==> src/rtl/dbdac_consts.vh <==
`ifndef DBDAC_CONSTS_VH
`define DBDAC_CONSTS_VH
// software register offsets (byte addresses, one word each)
`define DBDAC_REG_CTRL 8'h00
`define DBDAC_REG_CODE 8'h04
`define DBDAC_REG_CMD 8'h08
`define DBDAC_REG_STATUS 8'h0C
`define DBDAC_REG_LAST 8'h10
// control register fields
`define DBDAC_CTRL_SLEEP 0
`define DBDAC_CTRL_BYTEMODE 1
`define DBDAC_CTRL_AUTOLOAD 2
`define DBDAC_CTRL_RESET 3'h0
// command register fields (write one to start)
`define DBDAC_CMD_WRITE 0
`define DBDAC_CMD_LOAD 1
`define DBDAC_CMD_CLEAR 2
// status register fields
`define DBDAC_STAT_BUSY 0
`define DBDAC_STAT_SLEEP 1
// pin timing in ns and cycles at 50 MHz (20 ns period), each rounded up
`define DBDAC_CLK_NS 20
`define DBDAC_SETUP_NS 20
`define DBDAC_STROBE_NS 40
`define DBDAC_HOLD_NS 20
`define DBDAC_CYC(ns) (((ns) + `DBDAC_CLK_NS - 1) / `DBDAC_CLK_NS)
`define DBDAC_SETUP_CYC `DBDAC_CYC(`DBDAC_SETUP_NS)
`define DBDAC_STROBE_CYC `DBDAC_CYC(`DBDAC_STROBE_NS)
`define DBDAC_HOLD_CYC `DBDAC_CYC(`DBDAC_HOLD_NS)
`endif

==> src/rtl/dbdac_host.v <==
// Notes on behaviour
// - chip select goes low before the write strobe for every write and rises after it.
// - byte mode drives upper-byte select high for the first pass and low for the second, steady within each.
// - full width: twelve-bit code on bus bits 0 to 11, bit 11 MSB.
// - eight-bit bus (DATA_W of 8): bit 7 the MSB of the low byte, bit 3 the MSB of the zero-extended upper byte.
// - code is straight binary, zero lowest, all ones full scale.
`include "dbdac_consts.vh"
`timescale 1ns/100ps
`default_nettype none
module dbdac_host #(
   parameter DATA_W = 12,
   parameter SETUP_CYC = `DBDAC_SETUP_CYC,
   parameter STROBE_CYC = `DBDAC_STROBE_CYC,
   parameter HOLD_CYC = `DBDAC_HOLD_CYC
) (
   // clock and reset
   input wire core_clk,
   input wire reset,
   // software port
   input wire [7:0] addr,
   input wire [31:0] wdata,
   input wire wr_en,
   input wire rd_en,
   output wire [31:0] rdata,
   // converter pins
   output reg chip_sel_n,
   output reg write_n,
   output reg [DATA_W-1:0] data_bus,
   output reg upper_byte_sel,
   output reg load_output_n,
   output reg async_clear_n,
   output reg sleep_n
);
   localparam [4:0] ST_IDLE = 5'b00001;
   localparam [4:0] ST_SETUP = 5'b00010;
   localparam [4:0] ST_STROBE = 5'b00100;
   localparam [4:0] ST_HOLD = 5'b01000;
   localparam [4:0] ST_PULSE = 5'b10000;
   localparam [1:0] K_WRITE = 2'd0;
   localparam [1:0] K_LOAD = 2'd1;
   localparam [1:0] K_CLEAR = 2'd2;

   wire [2:0] ctrl;
   wire [11:0] code;
   wire [2:0] cmd;
   wire tmr_done;
   reg [4:0] state_q;
   reg [4:0] state_d;
   reg [1:0] kind_q;
   reg [1:0] kind_d;
   reg hi_pass_q;
   reg hi_pass_d;
   reg [11:0] shadow_q;
   reg [11:0] shadow_d;
   reg [11:0] last_q;
   reg [11:0] last_d;
   reg tmr_load;
   reg [3:0] tmr_val;
   // full-width lanes pass the code as is; byte lanes steer one byte per pass
   wire [11:0] bus_next = (DATA_W >= 12) ? shadow_d : {4'h0, lane(shadow_d, hi_pass_d)};

   // byte lane selector: the upper byte carries bits 11..8, zero extended
   function [7:0] lane;
      input [11:0] value;
      input upper;
      begin
         lane = upper ? {4'h0, value[11:8]} : value[7:0];
      end
   endfunction

   dbdac_regs u_regs (
      .core_clk(core_clk),
      .reset(reset),
      .addr(addr),
      .wdata(wdata),
      .wr_en(wr_en),
      .rd_en(rd_en),
      .rdata(rdata),
      .ctrl_q(ctrl),
      .code_q(code),
      .cmd_pulse(cmd),
      .busy(state_q != ST_IDLE),
      .last_code(last_q)
   );

   dbdac_timer #(.WIDTH(4)) u_timer (
      .core_clk(core_clk),
      .reset(reset),
      .load(tmr_load),
      .value(tmr_val),
      .done(tmr_done)
   );

   always @* begin
      state_d = state_q;
      kind_d = kind_q;
      hi_pass_d = hi_pass_q;
      shadow_d = shadow_q;
      last_d = last_q;
      tmr_load = 1'b0;
      tmr_val = 4'h0;
      case (state_q)
         ST_IDLE: begin
            // clear outranks write and load; commands while busy are dropped
            if (cmd[`DBDAC_CMD_CLEAR]) begin
               kind_d = K_CLEAR;
               state_d = ST_PULSE;
               tmr_load = 1'b1;
               tmr_val = STROBE_CYC[3:0];
            end else if (cmd[`DBDAC_CMD_WRITE]) begin
               kind_d = K_WRITE;
               shadow_d = code;
               hi_pass_d = ctrl[`DBDAC_CTRL_BYTEMODE];
               state_d = ST_SETUP;
               tmr_load = 1'b1;
               tmr_val = SETUP_CYC[3:0];
            end else if (cmd[`DBDAC_CMD_LOAD]) begin
               kind_d = K_LOAD;
               state_d = ST_PULSE;
               tmr_load = 1'b1;
               tmr_val = STROBE_CYC[3:0];
            end
         end
         ST_SETUP: begin
            if (tmr_done) begin
               state_d = ST_STROBE;
               tmr_load = 1'b1;
               tmr_val = STROBE_CYC[3:0];
            end
         end
         ST_STROBE: begin
            if (tmr_done) begin
               state_d = ST_HOLD;
               tmr_load = 1'b1;
               tmr_val = HOLD_CYC[3:0];
            end
         end
         ST_HOLD: begin
            if (tmr_done) begin
               tmr_load = 1'b1;
               if (hi_pass_q) begin
                  // second byte pass for the low byte
                  hi_pass_d = 1'b0;
                  state_d = ST_SETUP;
                  tmr_val = SETUP_CYC[3:0];
               end else if (ctrl[`DBDAC_CTRL_AUTOLOAD]) begin
                  last_d = shadow_q;
                  kind_d = K_LOAD;
                  state_d = ST_PULSE;
                  tmr_val = STROBE_CYC[3:0];
               end else begin
                  last_d = shadow_q;
                  state_d = ST_IDLE;
               end
            end
         end
         ST_PULSE: begin
            if (tmr_done) begin
               if (kind_q == K_CLEAR) begin
                  last_d = 12'h000;
               end
               state_d = ST_IDLE;
            end
         end
         default: begin
            state_d = ST_IDLE;
         end
      endcase
   end

   always @(posedge core_clk) begin
      if (reset) begin
         state_q <= ST_IDLE;
         kind_q <= K_WRITE;
         hi_pass_q <= 1'b0;
         shadow_q <= 12'h000;
         last_q <= 12'h000;
         chip_sel_n <= 1'b1;
         write_n <= 1'b1;
         data_bus <= {DATA_W{1'b0}};
         upper_byte_sel <= 1'b0;
         load_output_n <= 1'b1;
         async_clear_n <= 1'b1;
         sleep_n <= 1'b1;
      end else begin
         state_q <= state_d;
         kind_q <= kind_d;
         hi_pass_q <= hi_pass_d;
         shadow_q <= shadow_d;
         last_q <= last_d;
         sleep_n <= ~ctrl[`DBDAC_CTRL_SLEEP];
         // select with strobe; select spans setup to hold so write rises inside it
         chip_sel_n <= ~(state_d == ST_SETUP || state_d == ST_STROBE || state_d == ST_HOLD);
         // write rises while select still low
         write_n <= ~(state_d == ST_STROBE);
         // byte select steady over each pass; in byte mode it drops between the two passes while select stays low
         upper_byte_sel <= hi_pass_d;
         // straight binary, msb at the top bit
         data_bus <= bus_next[DATA_W-1:0];
         load_output_n <= ~(state_d == ST_PULSE && kind_d == K_LOAD);
         async_clear_n <= ~(state_d == ST_PULSE && kind_d == K_CLEAR);
      end
   end
endmodule
`default_nettype wire

==> src/rtl/dbdac_timer.v <==
`timescale 1ns/100ps
`default_nettype none
// loadable down counter; done is high while the count is zero
module dbdac_timer #(
   parameter WIDTH = 4
) (
   // clock and reset
   input wire core_clk,
   input wire reset,
   // control
   input wire load,
   input wire [WIDTH-1:0] value,
   output wire done
);
   reg [WIDTH-1:0] count_q;
   always @(posedge core_clk) begin
      if (reset) begin
         count_q <= {WIDTH{1'b0}};
      end else if (load) begin
         count_q <= value;
      end else if (count_q != {WIDTH{1'b0}}) begin
         count_q <= count_q - {{(WIDTH-1){1'b0}}, 1'b1};
      end
   end
   assign done = (count_q == {WIDTH{1'b0}});
endmodule
`default_nettype wire

==> src/rtl/dbdac_regs.v <==
`include "dbdac_consts.vh"
`timescale 1ns/100ps
`default_nettype none
// software-side register slave; read data registered, one cycle after the strobe
module dbdac_regs (
   // clock and reset
   input wire core_clk,
   input wire reset,
   // software port
   input wire [7:0] addr,
   input wire [31:0] wdata,
   input wire wr_en,
   input wire rd_en,
   output reg [31:0] rdata,
   // towards the sequencer
   output reg [2:0] ctrl_q,
   output reg [11:0] code_q,
   output wire [2:0] cmd_pulse,
   // from the sequencer
   input wire busy,
   input wire [11:0] last_code
);
   assign cmd_pulse = (wr_en && addr == `DBDAC_REG_CMD) ? wdata[2:0] : 3'h0;
   always @(posedge core_clk) begin
      if (reset) begin
         ctrl_q <= `DBDAC_CTRL_RESET;
         code_q <= 12'h000;
         rdata <= 32'h0000_0000;
      end else begin
         if (wr_en && addr == `DBDAC_REG_CTRL) begin
            ctrl_q <= wdata[2:0];
         end
         if (wr_en && addr == `DBDAC_REG_CODE) begin
            code_q <= wdata[11:0];
         end
         rdata <= 32'h0000_0000;
         if (rd_en) begin
            case (addr)
               `DBDAC_REG_CTRL: rdata <= {29'h0, ctrl_q};
               `DBDAC_REG_CODE: rdata <= {20'h0, code_q};
               `DBDAC_REG_STATUS: rdata <= {30'h0, ~ctrl_q[`DBDAC_CTRL_SLEEP] ? 1'b0 : 1'b1, busy};
               `DBDAC_REG_LAST: rdata <= {20'h0, last_code};
               default: rdata <= 32'h0000_0000;
            endcase
         end
      end
   end
endmodule
`default_nettype wire

==> config.mk <==
export PLATFORM = sky130hd
export DESIGN_NAME = dbdac_host
export DESIGN_NICKNAME = d
export VERILOG_FILES = /design/src/rtl/dbdac_host.v /design/src/rtl/dbdac_timer.v /design/src/rtl/dbdac_regs.v
export VERILOG_INCLUDE_DIRS = /design/src /design/src/rtl
export SDC_FILE = /design/constraint.sdc
export NUM_CORES = 1
export LEC_CHECK = 0
export BUFFER_PORTS_ARGS = -buffer_cell sky130_fd_sc_hd__buf_4
export CAP_MARGIN = 20
export CORE_ASPECT_RATIO = 0.5
export CORE_MARGIN = 4
export CORE_UTILIZATION = 53
export CTS_BUF_LIST = sky130_fd_sc_hd__clkbuf_8
export DETAILED_ROUTE_END_ITERATION = 10
export HOLD_SLACK_MARGIN = 0.08
export PLACE_DENSITY = 0.82
export RECOVER_POWER = 25
export SYNTH_ARGS = -nofsm -noshare
export SYNTH_HDL_FRONTEND = slang
export SYNTH_SLANG_ARGS = --single-unit
==> constraint.sdc <==
create_clock -name core_clk -period 2.1 [get_ports core_clk]
set_input_delay 0.105 -clock core_clk [delete_from_list [all_inputs] [get_ports core_clk]]
set_output_delay 0.105 -clock core_clk [all_outputs]
set_load 0.005 [all_outputs]
Word-level counts from Yosys, hierarchy flattened
Index checks and enable logic that the tools add are counted.
{ "word_totals": {"wordCells": 108, "reg_bits": 88} }
{ "classes": {"n_bitwise": 7, "mux": 45, "n_eq_ne": 23, "add_sub_neg": 1, "reduce_logical": 18} }
{ "op_table": {"columns": ["operator", "count"], "rows": [
  ["$mux 12", 4],
  ["$pmux 12 s4", 1],
  ["$mux 5", 9],
  ["$mux 2", 13],
  ["$pmux 5 s5", 1],
  ["$pmux 12 s2", 1],
  ["$eq 8x4->1 const B", 2],
  ["$ne 2x2->1 const B", 6],
  ["$eq 5x2->1 const B", 2],
  ["$eq 5x3->1 const B", 2],
  ["$eq 5x4->1 const B", 2],
  ["$eq 5x5->1 const B", 2],
  ["$mux 1", 9],
  ["$eq 8x3->1 const B", 1],
  ["$eq 8x5->1 const B", 1],
  ["$logic_not 8->1", 1],
  ["$mux 4", 2],
  ["$pmux 2 s4", 1],
  ["$not 1->1", 7],
  ["$reduce_bool 2->1", 3],
  ["$eq 5x1->1 const B", 1],
  ["$logic_and 1x1->1", 5],
  ["$ne 5x1->1 const B", 1],
  ["$reduce_and 5->1", 1],
  ["other kinds (13)", 16]
]} }

Longest topological paths before layout
Gate-level depths: netlist of run 1.
{ "depth": {"depth_word": 11, "ltp_mapped": 8, "mapped_depth_nobuf": 7} }

Hierarchy
A second synthesis of run 1 with hierarchy kept.
{ "hier_totals": {"hier_cells": 359, "area_unflattened_um2": 3394.5} }
{ "by_module_without_submodules": {"columns": ["mod", "cells_per_inst", "area_each_um2", "seq_area_each_um2", "n_inst"], "rows": [
  ["dbdac_host", 189, 1756.7, 740.7, 1],
  ["dbdac_regs", 146, 1408.9, 540.5, 1],
  ["dbdac_timer", 24, 229.0, 80.1, 1]
]} }

Least setup slack after synthesis of run 1
OpenSTA, ideal clock, no wires.
{ "synth_timing": {"path_kind": "register to register", "startpoint": "register u_timer.count_q[0]", "endpoint": "register u_timer.count_q[0]", "period_less_slack_ps": 1749, "setup_time_ps": 136, "arrival_time_ps": 1613, "stages_incl_launch_ff": 8, "required_ps": 1964, "path_slack_ps": 351, "cell_sequence": "dfxtp_1 > inv_1 > ha_1 > or3b_1 > buf_2 > o22a_1 > a2111oi_0 > a211oi_1"} }
{ "synth_via": {"elab_chain_cells": 4, "elab_cells_between_ends": 11, "cone_classes": "1 x add/sub; 7 x mux; 3 x reduce/logical"} }
{ "synth_rtl": {"columns": ["item", "line_no", "source"], "rows": [
  ["start, declared", "dbdac_timer.v:15", "reg [WIDTH-1:0] count_q;"],
  ["start signal, assigned", "dbdac_timer.v:18", "count_q <= {WIDTH{1'b0}};"],
  ["start signal, assigned", "dbdac_timer.v:20", "count_q <= value;"],
  ["start signal, assigned", "dbdac_timer.v:22", "count_q <= count_q - {{(WIDTH-1){1'b0}}, 1'b1};"],
  ["parallel branches: the longest is 4 deep, another holds $sub 4x1->4", null, null]
]} }
Parallel ways; which one is timed is not known. The select of a mux whose other input is x is not followed.
A chain may end at the register's enable or synchronous reset.

Worst setup path after layout of run 1
Ends and elaborated chain as after synthesis.

==> results of run 1 <==
==> tightest hold or removal path, stage by stage <==
cell	delay [ns]
buf_4	0.09
nor3_2	0.06
a22oi_1	0.17
nor2_1	0.05
==> power by group through the flow <==
stage / sequential, mW / combinational, mW / clock (mW)
6_report: 1.37 / 0.416 / 1.36
5_1_grt: 1.37 / 0.461 / 1.45
4_1_cts: 1.37 / 0.409 / 1.38
3_5_place_dp: 1.40 / 0.387 / 0
3_3_place_gp: 1.39 / 0.383 / 0
2_1_floorplan: 1.39 / 0.315 / 0
==> routing by layer <==
layer  wire length (µm)  track usage, %  up-vias
li1                   -               -     1292
met2               3720            37.9       94
met5                  0               0        -
met4                 75            5.79        0
met3                501            6.77       12
met1               3240            26.8     1273
==> layout make-up <==
class / instances / share of cell area, %
clock inverter: 5 / 2.82
tap: 73 / 2.39
multi-input combinational: 253 / 39.3
timing repair buffer: 72 / 15.3
inverter: 6 / 0.590
clock buffer: 11 / 3.96
sequential: 68 / 35.6
==> cells by family (layout without fill, tap and decap cells) <==
| family | after synthesis | count (layout) | synth area share (%) |
|---|---|---|---|
| buf+inv | 45 | 94 | 9.24 |
| compound gates | 77 | 77 | 18.1 |
| mux | 6 | 6 | 2.07 |
| simple gates | 144 | 144 | 24.4 |
| flops | 68 | 68 | 44.3 |
| other cells | 1 | 20 | 0.122 |
| xor+xnor | 5 | 5 | 1.42 |
| fa+ha+maj | 1 | 1 | 0.407 |
==> state kept, by name, indices dropped and copies added (netlist names), 2 cells and up <==
signal           count
kind_q               2
last_q              12
shadow_q            12
state_q              5
u_regs.code_q       12
u_regs.ctrl_q        3
u_regs.rdata        12
u_timer.count_q      4
==> synth_stat cells (all sizes together) <==
cell     number  area [µm²]
a2111oi       1        8.76
a211o         1        8.76
a211oi        6        45.0
a21o          1        7.51
a21oi        30         150
a22oi        24         230
a31oi         2        12.5
a32o          2        20.0
and2          4        25.0
and4          3        26.3
and4b         1        10.0
and4bb        1        12.5
buf          33         239
clkbuf        6        22.5
conb          1        3.75
dfxtp        68        1360
ha            1        12.5
inv           6        22.5
mux2          3        33.8
mux2i         3        30.0
nand2        55         206
nand2b        4        25.0
nand3         5        25.0
nand3b        4        30.0
nand4         1        6.26
nor2         42         160
nor2b         2        12.5
nor3         10        76.3
nor3b         3        43.8
nor4          2        27.5
nor4b         1        23.8
o2111ai       1        8.76
o211ai        3        22.5
o21ai         3        18.8
o21bai        1        7.51
o22a          1        8.76
o22ai         1        6.26
or2           2        12.5
or3           3        18.8
or3b          1        8.76
xnor2         4        35.0
xor2          1        8.76
==> worst max path at each step <==
stage                                  start            endpoint  slack, ns  cells after the start
after detailed placement  u_timer.count_q[0]  u_timer.count_q[0]       0.13                      6
after global placement    u_timer.count_q[0]  u_timer.count_q[0]       0.20                      6
after CTS                 u_timer.count_q[0]  u_timer.count_q[0]       0.11                      6
after floorplan           u_timer.count_q[0]  u_timer.count_q[0]       0.35                      7
final                     u_timer.count_q[0]  u_timer.count_q[0]        0.1                      6
after global routing      u_timer.count_q[0]  u_timer.count_q[0]       0.03                      6
==> repair_timing <==
item | in CTS | in global routing
gates resized for setup | 0 | 1
hold buffers | 12 | 0
endpoints found under the hold margin | 17 | 0
setup endpoints to repair | 0 | 1
==> flow_metrics.tcl, run 1 <==
set metrics [dict create \
    hold_depth 4 \
    pre_cts_slack_ns 0.127 \
    grt_pass1_wl_um 11800 \
    antenna_found_initial 0 \
    rsz0062_at_grt "false" \
    setup_viol 0 \
    cts.sinks 68 \
    final_nets 455 \
    final_util_pct 69.0 \
    maxCapViolations 0 \
    power_density_mw_per_mm2 822 \
    clk_path_buf_depth 2 \
    rr_startpoint "u_timer.count_q[0]" \
    die_x_um 116 \
    track_usage_pct 21.7 \
    syn2layout_area_growth_pct 24.2 \
    routed_via_density 5.47 \
    fin_cells 488 \
    io_pins 94 \
    fin_area_mm2 0.00382 \
    crit_type "reg -> reg" \
    htree_levels 3 \
    hold-worst-slack_ns 0.181 \
    synth-seq-cells 68 \
    cp-end-kind "flop" \
    vias 2671 \
    drtPass1Iterations 6 \
    hp-start "addr[0]" \
    numCtsBuffers 9 \
    tightest_slew_ns 0.833 \
    maxSlewViolCount 0 \
    power.leakage_nw 1.44 \
    final_layout_size_suffix_gt1_share_pct 24.3 \
    p_int_mw 2.38 \
    worstSetupStartpointType "flop" \
    die_y_um 61.9 \
    hold_class "in -> reg" \
    reg2reg_to "u_timer.count_q[0]" \
    critical_path_arrival_ns 2.21 \
    max-vdd-ir-drop_v 0.000448 \
    ff_latch_area_mm2 0.00136 \
    syn_inst 347 \
    grt_overflow 0 \
    status "finished clean" \
    fin_crit_sh_pct 95.3 \
    hold-path-endpoint "u_regs.rdata[1]" \
    synth_area_mm2 0.00308 \
    diodes 0 \
    clkPwrFrac_pct 43.2 \
    drc_errors 0 \
    cp_num_buf_inv 1 \
    die-area_mm2 0.00716 \
    synth-seq-area-share_pct 44.3 \
    dp.cells 460 \
    fmax_mhz 500 \
    dpl_cell_area_mm2 0.00344 \
    start_util_pct 55.5 \
    routabilityCongestion 0.926 \
    layout_min_cycle_time_ns 2.00 \
    tns_ns 0 \
    swShare_pct 24.1 \
    antenna_left 0 \
    avgRoutedWirePerCell_um 15.4 \
    power_switching_uw 757 \
    ff2ff_setup_slack_ns 0.1 \
    first_global_vias 2402 \
    io_buffers 53 \
    final_common_cell "dfxtp_1" \
    clk_pin_slew_ns 0.07 \
    fill_cells 435 \
    cts_tree "built" \
    slowest_stage "or3b_1" \
    syn_avg_cell_area_um2 8.86 \
    p_seq_share_pct 43.5 \
    row_count 19 \
    dp_hpwl_um 5220 \
    ctsRootBufferMaster "clkbuf_8" \
    critPathMaxStageDelay_ns 0.50 \
    finClkSkew_ns 0.00532 \
    reg2reg_depth 6 \
    critPathTopFamily "compound AO/OA/AOI/OAI gates" \
    p_comb_share_pct 13.2 \
    maxSlewHeadroom_pct 44.4 \
    multi_input_area_mm2 0.00150 \
    yosysUniqueCellTypes 52 \
    grt_max_degree 49 \
    required_ns 2.31 \
    core_mm2 0.00554 \
    setup_ws_ns 0.0982 \
    clk_latency_ns 0.35 \
    routed_wl_um 7530 \
    drt_iter0_drc 220 \
    final_cell_mix "68 x dfxtp_1, 55 x nand2_1, 41 x nor2_1" \
    cts_setup_buffers 0 \
    ys_warn_count 0 \
    finalPower_mw 3.14 \
    finalHoldViolations 0 \
    cp_cell_sequence "inv_1, ha_1, or3b_1, o22a_1, a2111oi_1, a211oi_1" \
    critical_path.max_fanout 8 \
]
Note: power is estimated with default switching activity, not from simulation.
==> run 2: changes to the inputs <==
CORE_UTILIZATION = 54   (was 53)
SYNTH_HIERARCHICAL = 1   (was default)
==> run 2 against run 1 <==
Against the previous run:
- maximum frequency is 1.5% lower
- cell count is 9.4% higher
- worst setup slack worse by 0.030 ns
- clock-buffer cell count is 2 lower
- first-iteration DRC count is 27% lower
- die area is 7.5% higher
- core utilization is 1.1 points higher
- largest power group unchanged
==> flow_metrics.tcl, run 2 <==
set metrics [dict create \
    status "finished clean" \
    final_layout_size_suffix_gt1_share_pct 25.6 \
    rr_startpoint "u_timer/count_q[0]" \
    drc_errors 0 \
    power.leakage_nw 1.69 \
    yosysUniqueCellTypes 63 \
    hold-worst-slack_ns 0.147 \
    yosys-top-cells-count "68 x dfxtp_1, 46 x mux2i_1, 42 x nand2b_1" \
    row_count 20 \
    cp-startpoint "addr[3]" \
    final_common_cell "dfxtp_1" \
    synthArstFlopShare_pct 0 \
    syn_inst 359 \
    cp_num_cells 10 \
    routed_via_density 5.27 \
    io_buffers 53 \
    cp-end-kind "flop" \
    fin_area_mm2 0.00426 \
    setup_ws_ns 0.0687 \
    maxCapViolations 0 \
    grt_pass1_wl_um 13300 \
    die_y_um 64.1 \
    critPathMaxStageDelay_ns 0.54 \
    cts.sinks 68 \
    routabilityCongestion 0.907 \
    maxSlewHeadroom_pct 56.0 \
    die_x_um 120 \
    diodes 0 \
    drtPass1Iterations 5 \
    path_common_cell "buf_4" \
    max-vdd-ir-drop_v 0.000543 \
    finalPower_mw 2.85 \
    antenna_left 0 \
    core_mm2 0.00608 \
    grt_overflow 0 \
    fill_cells 442 \
    synth_top_area_share_pct 40.1 \
    ys_dominant_reg_cell "dfxtp_1" \
    track_usage_pct 21.4 \
    dp_hpwl_um 5450 \
    synth_edf_count 0 \
    synth_area_mm2 0.00339 \
    clk_path_buf_depth 2 \
    clk_pin_slew_ns 0.08 \
    rsz0062_at_grt "true" \
    syn_avg_cell_area_um2 9.46 \
    ys_warn_count 6 \
    antenna_found_initial 0 \
    hold_depth 3 \
    finClkSkew_ns 0.0106 \
    synth_area_leader_cell "dfxtp_1" \
    dpl_cell_area_mm2 0.00390 \
    io_pins 94 \
    crit_type "in -> reg" \
    grt_max_degree 41 \
    vias 2813 \
    hp-start "wr_en" \
    cts_setup_buffers 0 \
    first_global_vias 2868 \
    final_cell_mix "68 x dfxtp_1, 55 x buf_4, 46 x mux2i_1" \
    finalHoldViolations 0 \
    avgRoutedWirePerCell_um 14.7 \
    synth_area_leaders "dfxtp_1 40%, mux2i_1 14%, nand2b_1 7.7%, buf_4 4.6%, nor2_1 3.8%" \
    fmax_mhz 492 \
    die-area_mm2 0.00770 \
    setup_viol 0 \
    power_density_mw_per_mm2 669 \
    ctsRootBufferMaster "clkbuf_8" \
    synth.most_common_cell "dfxtp_1" \
    final_nets 486 \
    critPathTopFamily "buffers and inverters" \
    cts_tree "built" \
    drt_iter0_drc 160 \
    fin_crit_sh_pct 96.7 \
    critical_path_arrival_ns 2.30 \
    slowest_stage "dlygate4sd3_1" \
    synth-seq-area-share_pct 40.1 \
    tightest_slew_ns 0.657 \
    syn2layout_area_growth_pct 25.5 \
    cp_cell_sequence "dlygate4sd3_1, buf_4, nor4b_2, and2_1, buf_4, nor3_2, o22ai_1, buf_4, or2_2, o32ai_2" \
    start_util_pct 55.8 \
    hold_class "in -> reg" \
    worstSetupStartpointType "primary input" \
    routed_wl_um 7870 \
    synth-seq-cells 68 \
    cp_num_buf_inv 4 \
    final_util_pct 70.0 \
    reg2reg_depth 7 \
    clk_latency_ns 0.35 \
    numCtsBuffers 9 \
    maxSlewViolCount 0 \
    required_ns 2.37 \
    htree_levels 3 \
    pre_cts_slack_ns -0.163 \
    layout_min_cycle_time_ns 2.03 \
    critical_path.max_fanout 10 \
]
## run 2: per-layer routing
| metal | part of all wire, % | vias to the layer above | routed length, µm | GRT usage [%] |
|---|---|---|---|---|
| met3 | 5.5 | 9 | 429 | 6.72 |
| met5 | 0 | - | 0 | 0 |
| met4 | 1.1 | 0 | 86 | 7.42 |
| met1 | 43 | 1349 | 3390 | 24.7 |
| met2 | 50 | 85 | 3960 | 37.7 |
| li1 | - | 1370 | - | - |
## run 2: worst reg2reg max path: cells and delay by family (launching register included)
family          cells  cell delay [ns]
compound gates      3             0.74
simple gates        2             0.57
flops               1             0.34
fa+ha+maj           1             0.19
buf+inv             1             0.07
## run 2: cells by family after synthesis
kind of cell	count (synthesis)	share of synthesized area, %
DFF	68	40.1
and+or+nand+nor	148	26.1
buffers and inverters	48	9.03
other	2	0.221
xor gates and xnor gates	3	0.774
muxes	47	13.9
adders and majority gates	1	0.369
AOI/OAI and AO/OA	42	9.55
## run 2: per-stage QoR
step           TNS (ns)  cells
2_1_floorplan         0    379
3_3_place_gp     -0.214    503
3_5_place_dp      -1.53    503
4_1_cts               0    533
5_1_grt         -0.0134    534
6_report              0    534
## run 2: path summary, 6_finish.rpt
| path | endpoint | slack [ns] |
|---|---|---|
| max | u_timer/count_q[3] | 0.07 |
| min | u_regs/code_q[2] | 0.15 |
| max reg2reg | chip_sel_n | 0.09 |
| min reg2reg | sleep_n | 0.46 |
## run 2: power by group
group	internal (mW)	switching (mW)	total, mW	leakage [nW]
registers	1.32	0.0234	1.34	0.548
clock network	0.543	0.509	1.05	0.0968
logic	0.243	0.217	0.460	1.04
total	2.10	0.750	2.85	1.69
## run 2: final cells by class
cell class                 count  area [µm²]  area share (%)
sequential                    68        1360            32.0
multi-input combinational    263        1850            43.4
clock inverter                 7        67.6            1.59
timing repair buffer          93         726            17.0
inverter                       6        22.5           0.529
tap                           88         110            2.59
clock buffer                   9         124            2.91
## run 2: repair_timing
item                       CTS  global route
hold buffers                14             0
hold endpoints to repair    16             0
setup endpoints to repair    1             6
gates resized for setup      0             6
pin swaps                    1             1
==> run 3: changes to the inputs <==
==> constraint.sdc (replaced) <==
create_clock -name core_clk -period 2.1 [get_ports core_clk]
set_input_delay 0.315 -clock core_clk [delete_from_list [all_inputs] [get_ports core_clk]]
set_output_delay 0.315 -clock core_clk [all_outputs]
set_load 0.005 [all_outputs]
==> run 3 against run 2 <==
Against the previous run:
- register-to-register slack got worse by 0.04 ns
- maximum frequency fell by 1.2%
- hold slack better by 0.071 ns
- critical path depth is 2 lower
- design area about the same
- sequential cell count did not move
- critical endpoint is now chip_sel_n
- largest cell class unchanged
- largest power group unchanged
==> flow_metrics.tcl, run 3 (synthesis gave the netlist of run 2 again) <==
set metrics [dict create \
    critical_path_arrival_ns 2.30 \
    numCtsBuffers 9 \
    tightest_slew_ns 1.08 \
    layout_min_cycle_time_ns 2.05 \
    grt_overflow 0 \
    topRoutingLayerUsed "met4" \
    pre_cts_slack_ns -0.244 \
    vias 2836 \
    final_nets 485 \
    core_mm2 0.00608 \
    setup_viol 0 \
    power_switching_uw 822 \
    maxSlewViolCount 0 \
    htree_levels 3 \
    final_util_pct 70.1 \
    crit_type "reg -> reg" \
    wl_met1_um 3410 \
    fin_cells 533 \
    first_global_vias 2758 \
    clk_path_buf_depth 2 \
    avgRoutedWirePerCell_um 15.0 \
    route.met2.wl_um 3980 \
    final_common_cell "dfxtp_1" \
    final_layout_size_suffix_gt1_share_pct 29.4 \
    drt_iter0_drc 187 \
    die_y_um 64.1 \
    finalHoldViolations 0 \
    clkPwrFrac_pct 38.4 \
    diodes 0 \
    io_pins 94 \
    required_ns 2.35 \
    io_buffers 53 \
    critical_path.max_fanout 3 \
    die_x_um 120 \
    final_cell_mix "66 x dfxtp_1, 65 x buf_4, 46 x mux2i_1" \
    syn2layout_area_growth_pct 25.6 \
    finalPower_mw 3.17 \
    dp_hpwl_um 5400 \
    fill_cells 481 \
    p_comb_share_pct 19.2 \
    ff_latch_area_mm2 0.00136 \
    hold_buffers 0 \
    grt_max_degree 32 \
    tns_ns 0 \
    power.leakage_nw 1.72 \
    maxSlewHeadroom_pct 28.1 \
    clk_latency_ns 0.36 \
    routabilityCongestion 0.912 \
    drc_errors 0 \
    worstSetupStartpointType "flop" \
    row_count 20 \
    fmax_mhz 487 \
    die-area_mm2 0.00770 \
    routed_wl_um 8000 \
    multi_input_area_mm2 0.00185 \
    p_seq_share_pct 42.4 \
    antenna_found_initial 0 \
    setup_ws_ns 0.0450 \
    power_density_mw_per_mm2 743 \
    fin_crit_sh_pct 97.9 \
    swShare_pct 26.0 \
    cp-end-kind "flop" \
    p_int_mw 2.34 \
    grt_pass1_wl_um 13100 \
    ctsRootBufferMaster "clkbuf_8" \
    maxCapViolations 0 \
    antenna_left 0 \
    cts_tree "built" \
    drtPass1Iterations 5 \
    cts.sinks 68 \
    track_usage_pct 21.2 \
    dr_wl_met3_um 474 \
    dp.cells 509 \
    hold_class "in -> reg" \
    finClkSkew_ns 0.0111 \
    status "finished clean" \
    max-vdd-ir-drop_v 0.000395 \
    clk_pin_slew_ns 0.08 \
    start_util_pct 55.8 \
    routed_via_density 5.32 \
]
run 3: changes by cell type in the layout (fill, tap and decap cells not counted), sizes merged:
cell | before | now
bufinv | 1 | 2
dlygate4sd3 | 14 | 0
clkbuf | 32 | 33
buf | 56 | 68
clkinvlp | 2 | 1
run 3: per-stage QoR:
stage,area [µm²],hold slack [ns]
after floorplan,3500,0.393
after detailed placement,3960,0.427
after global placement,3960,0.423
after global routing,4260,0.212
after CTS,4210,0.210
final,4260,0.217
run 3: cell type report:
type	count	share of cell area [%]
Multi-Input combinational cell	263	43.4
Clock buffer	9	2.91
Inverter	6	0.528
Sequential cell	68	32.0
Clock inverter	7	2.32
Tap cell	88	2.58
Timing Repair Buffer	92	16.3
run 3: final timing paths:
| kind | startpoint | end | slack [ns] | cells after the start |
|---|---|---|---|---|
| max | u_timer/count_q[0] | chip_sel_n | 0.05 | 8 |
| min | wdata[11] | u_regs/code_q[11] | 0.22 | 3 |
| max reg2reg | u_timer/count_q[0] | chip_sel_n | 0.05 | 8 |
| min reg2reg | u_regs/ctrl_q[0] | sleep_n | 0.45 | 1 |
run 3: power by group through the flow:
stage | registers [mW] | logic [mW] | clock network, mW
5_1_grt | 1.35 | 0.648 | 1.30
4_1_cts | 1.34 | 0.457 | 1.23
3_3_place_gp | 1.36 | 0.418 | 0
6_report | 1.34 | 0.609 | 1.22
2_1_floorplan | 1.36 | 0.306 | 0
3_5_place_dp | 1.37 | 0.440 | 0
run 3: repair_timing:
| action | 4_1_cts | 5_1_grt |
|---|---|---|
| gates cloned | 0 | 1 |
| pin swaps | 1 | 1 |
| setup buffers | 0 | 6 |
| setup endpoints to repair | 1 | 1 |
| resized for setup | 6 | 4 |
run 3: per-layer routing:
layer / up-vias / track usage [%]
li1: 1365 / -
met1: 1362 / 24.7
met5: - / 0
met2: 97 / 37.3
met3: 12 / 7.52
met4: 0 / 5.85
run 3: worst max-delay path: stages (launching register included):
cell and delay, ns:
dfxtp_2 0.34, inv_2 0.04, ha_2 0.17, nor3b_4 0.16
or3b_4 0.41, a2111oi_4 0.34, buf_4 0.17, a211oi_1 0.06
o31a_1 0.25
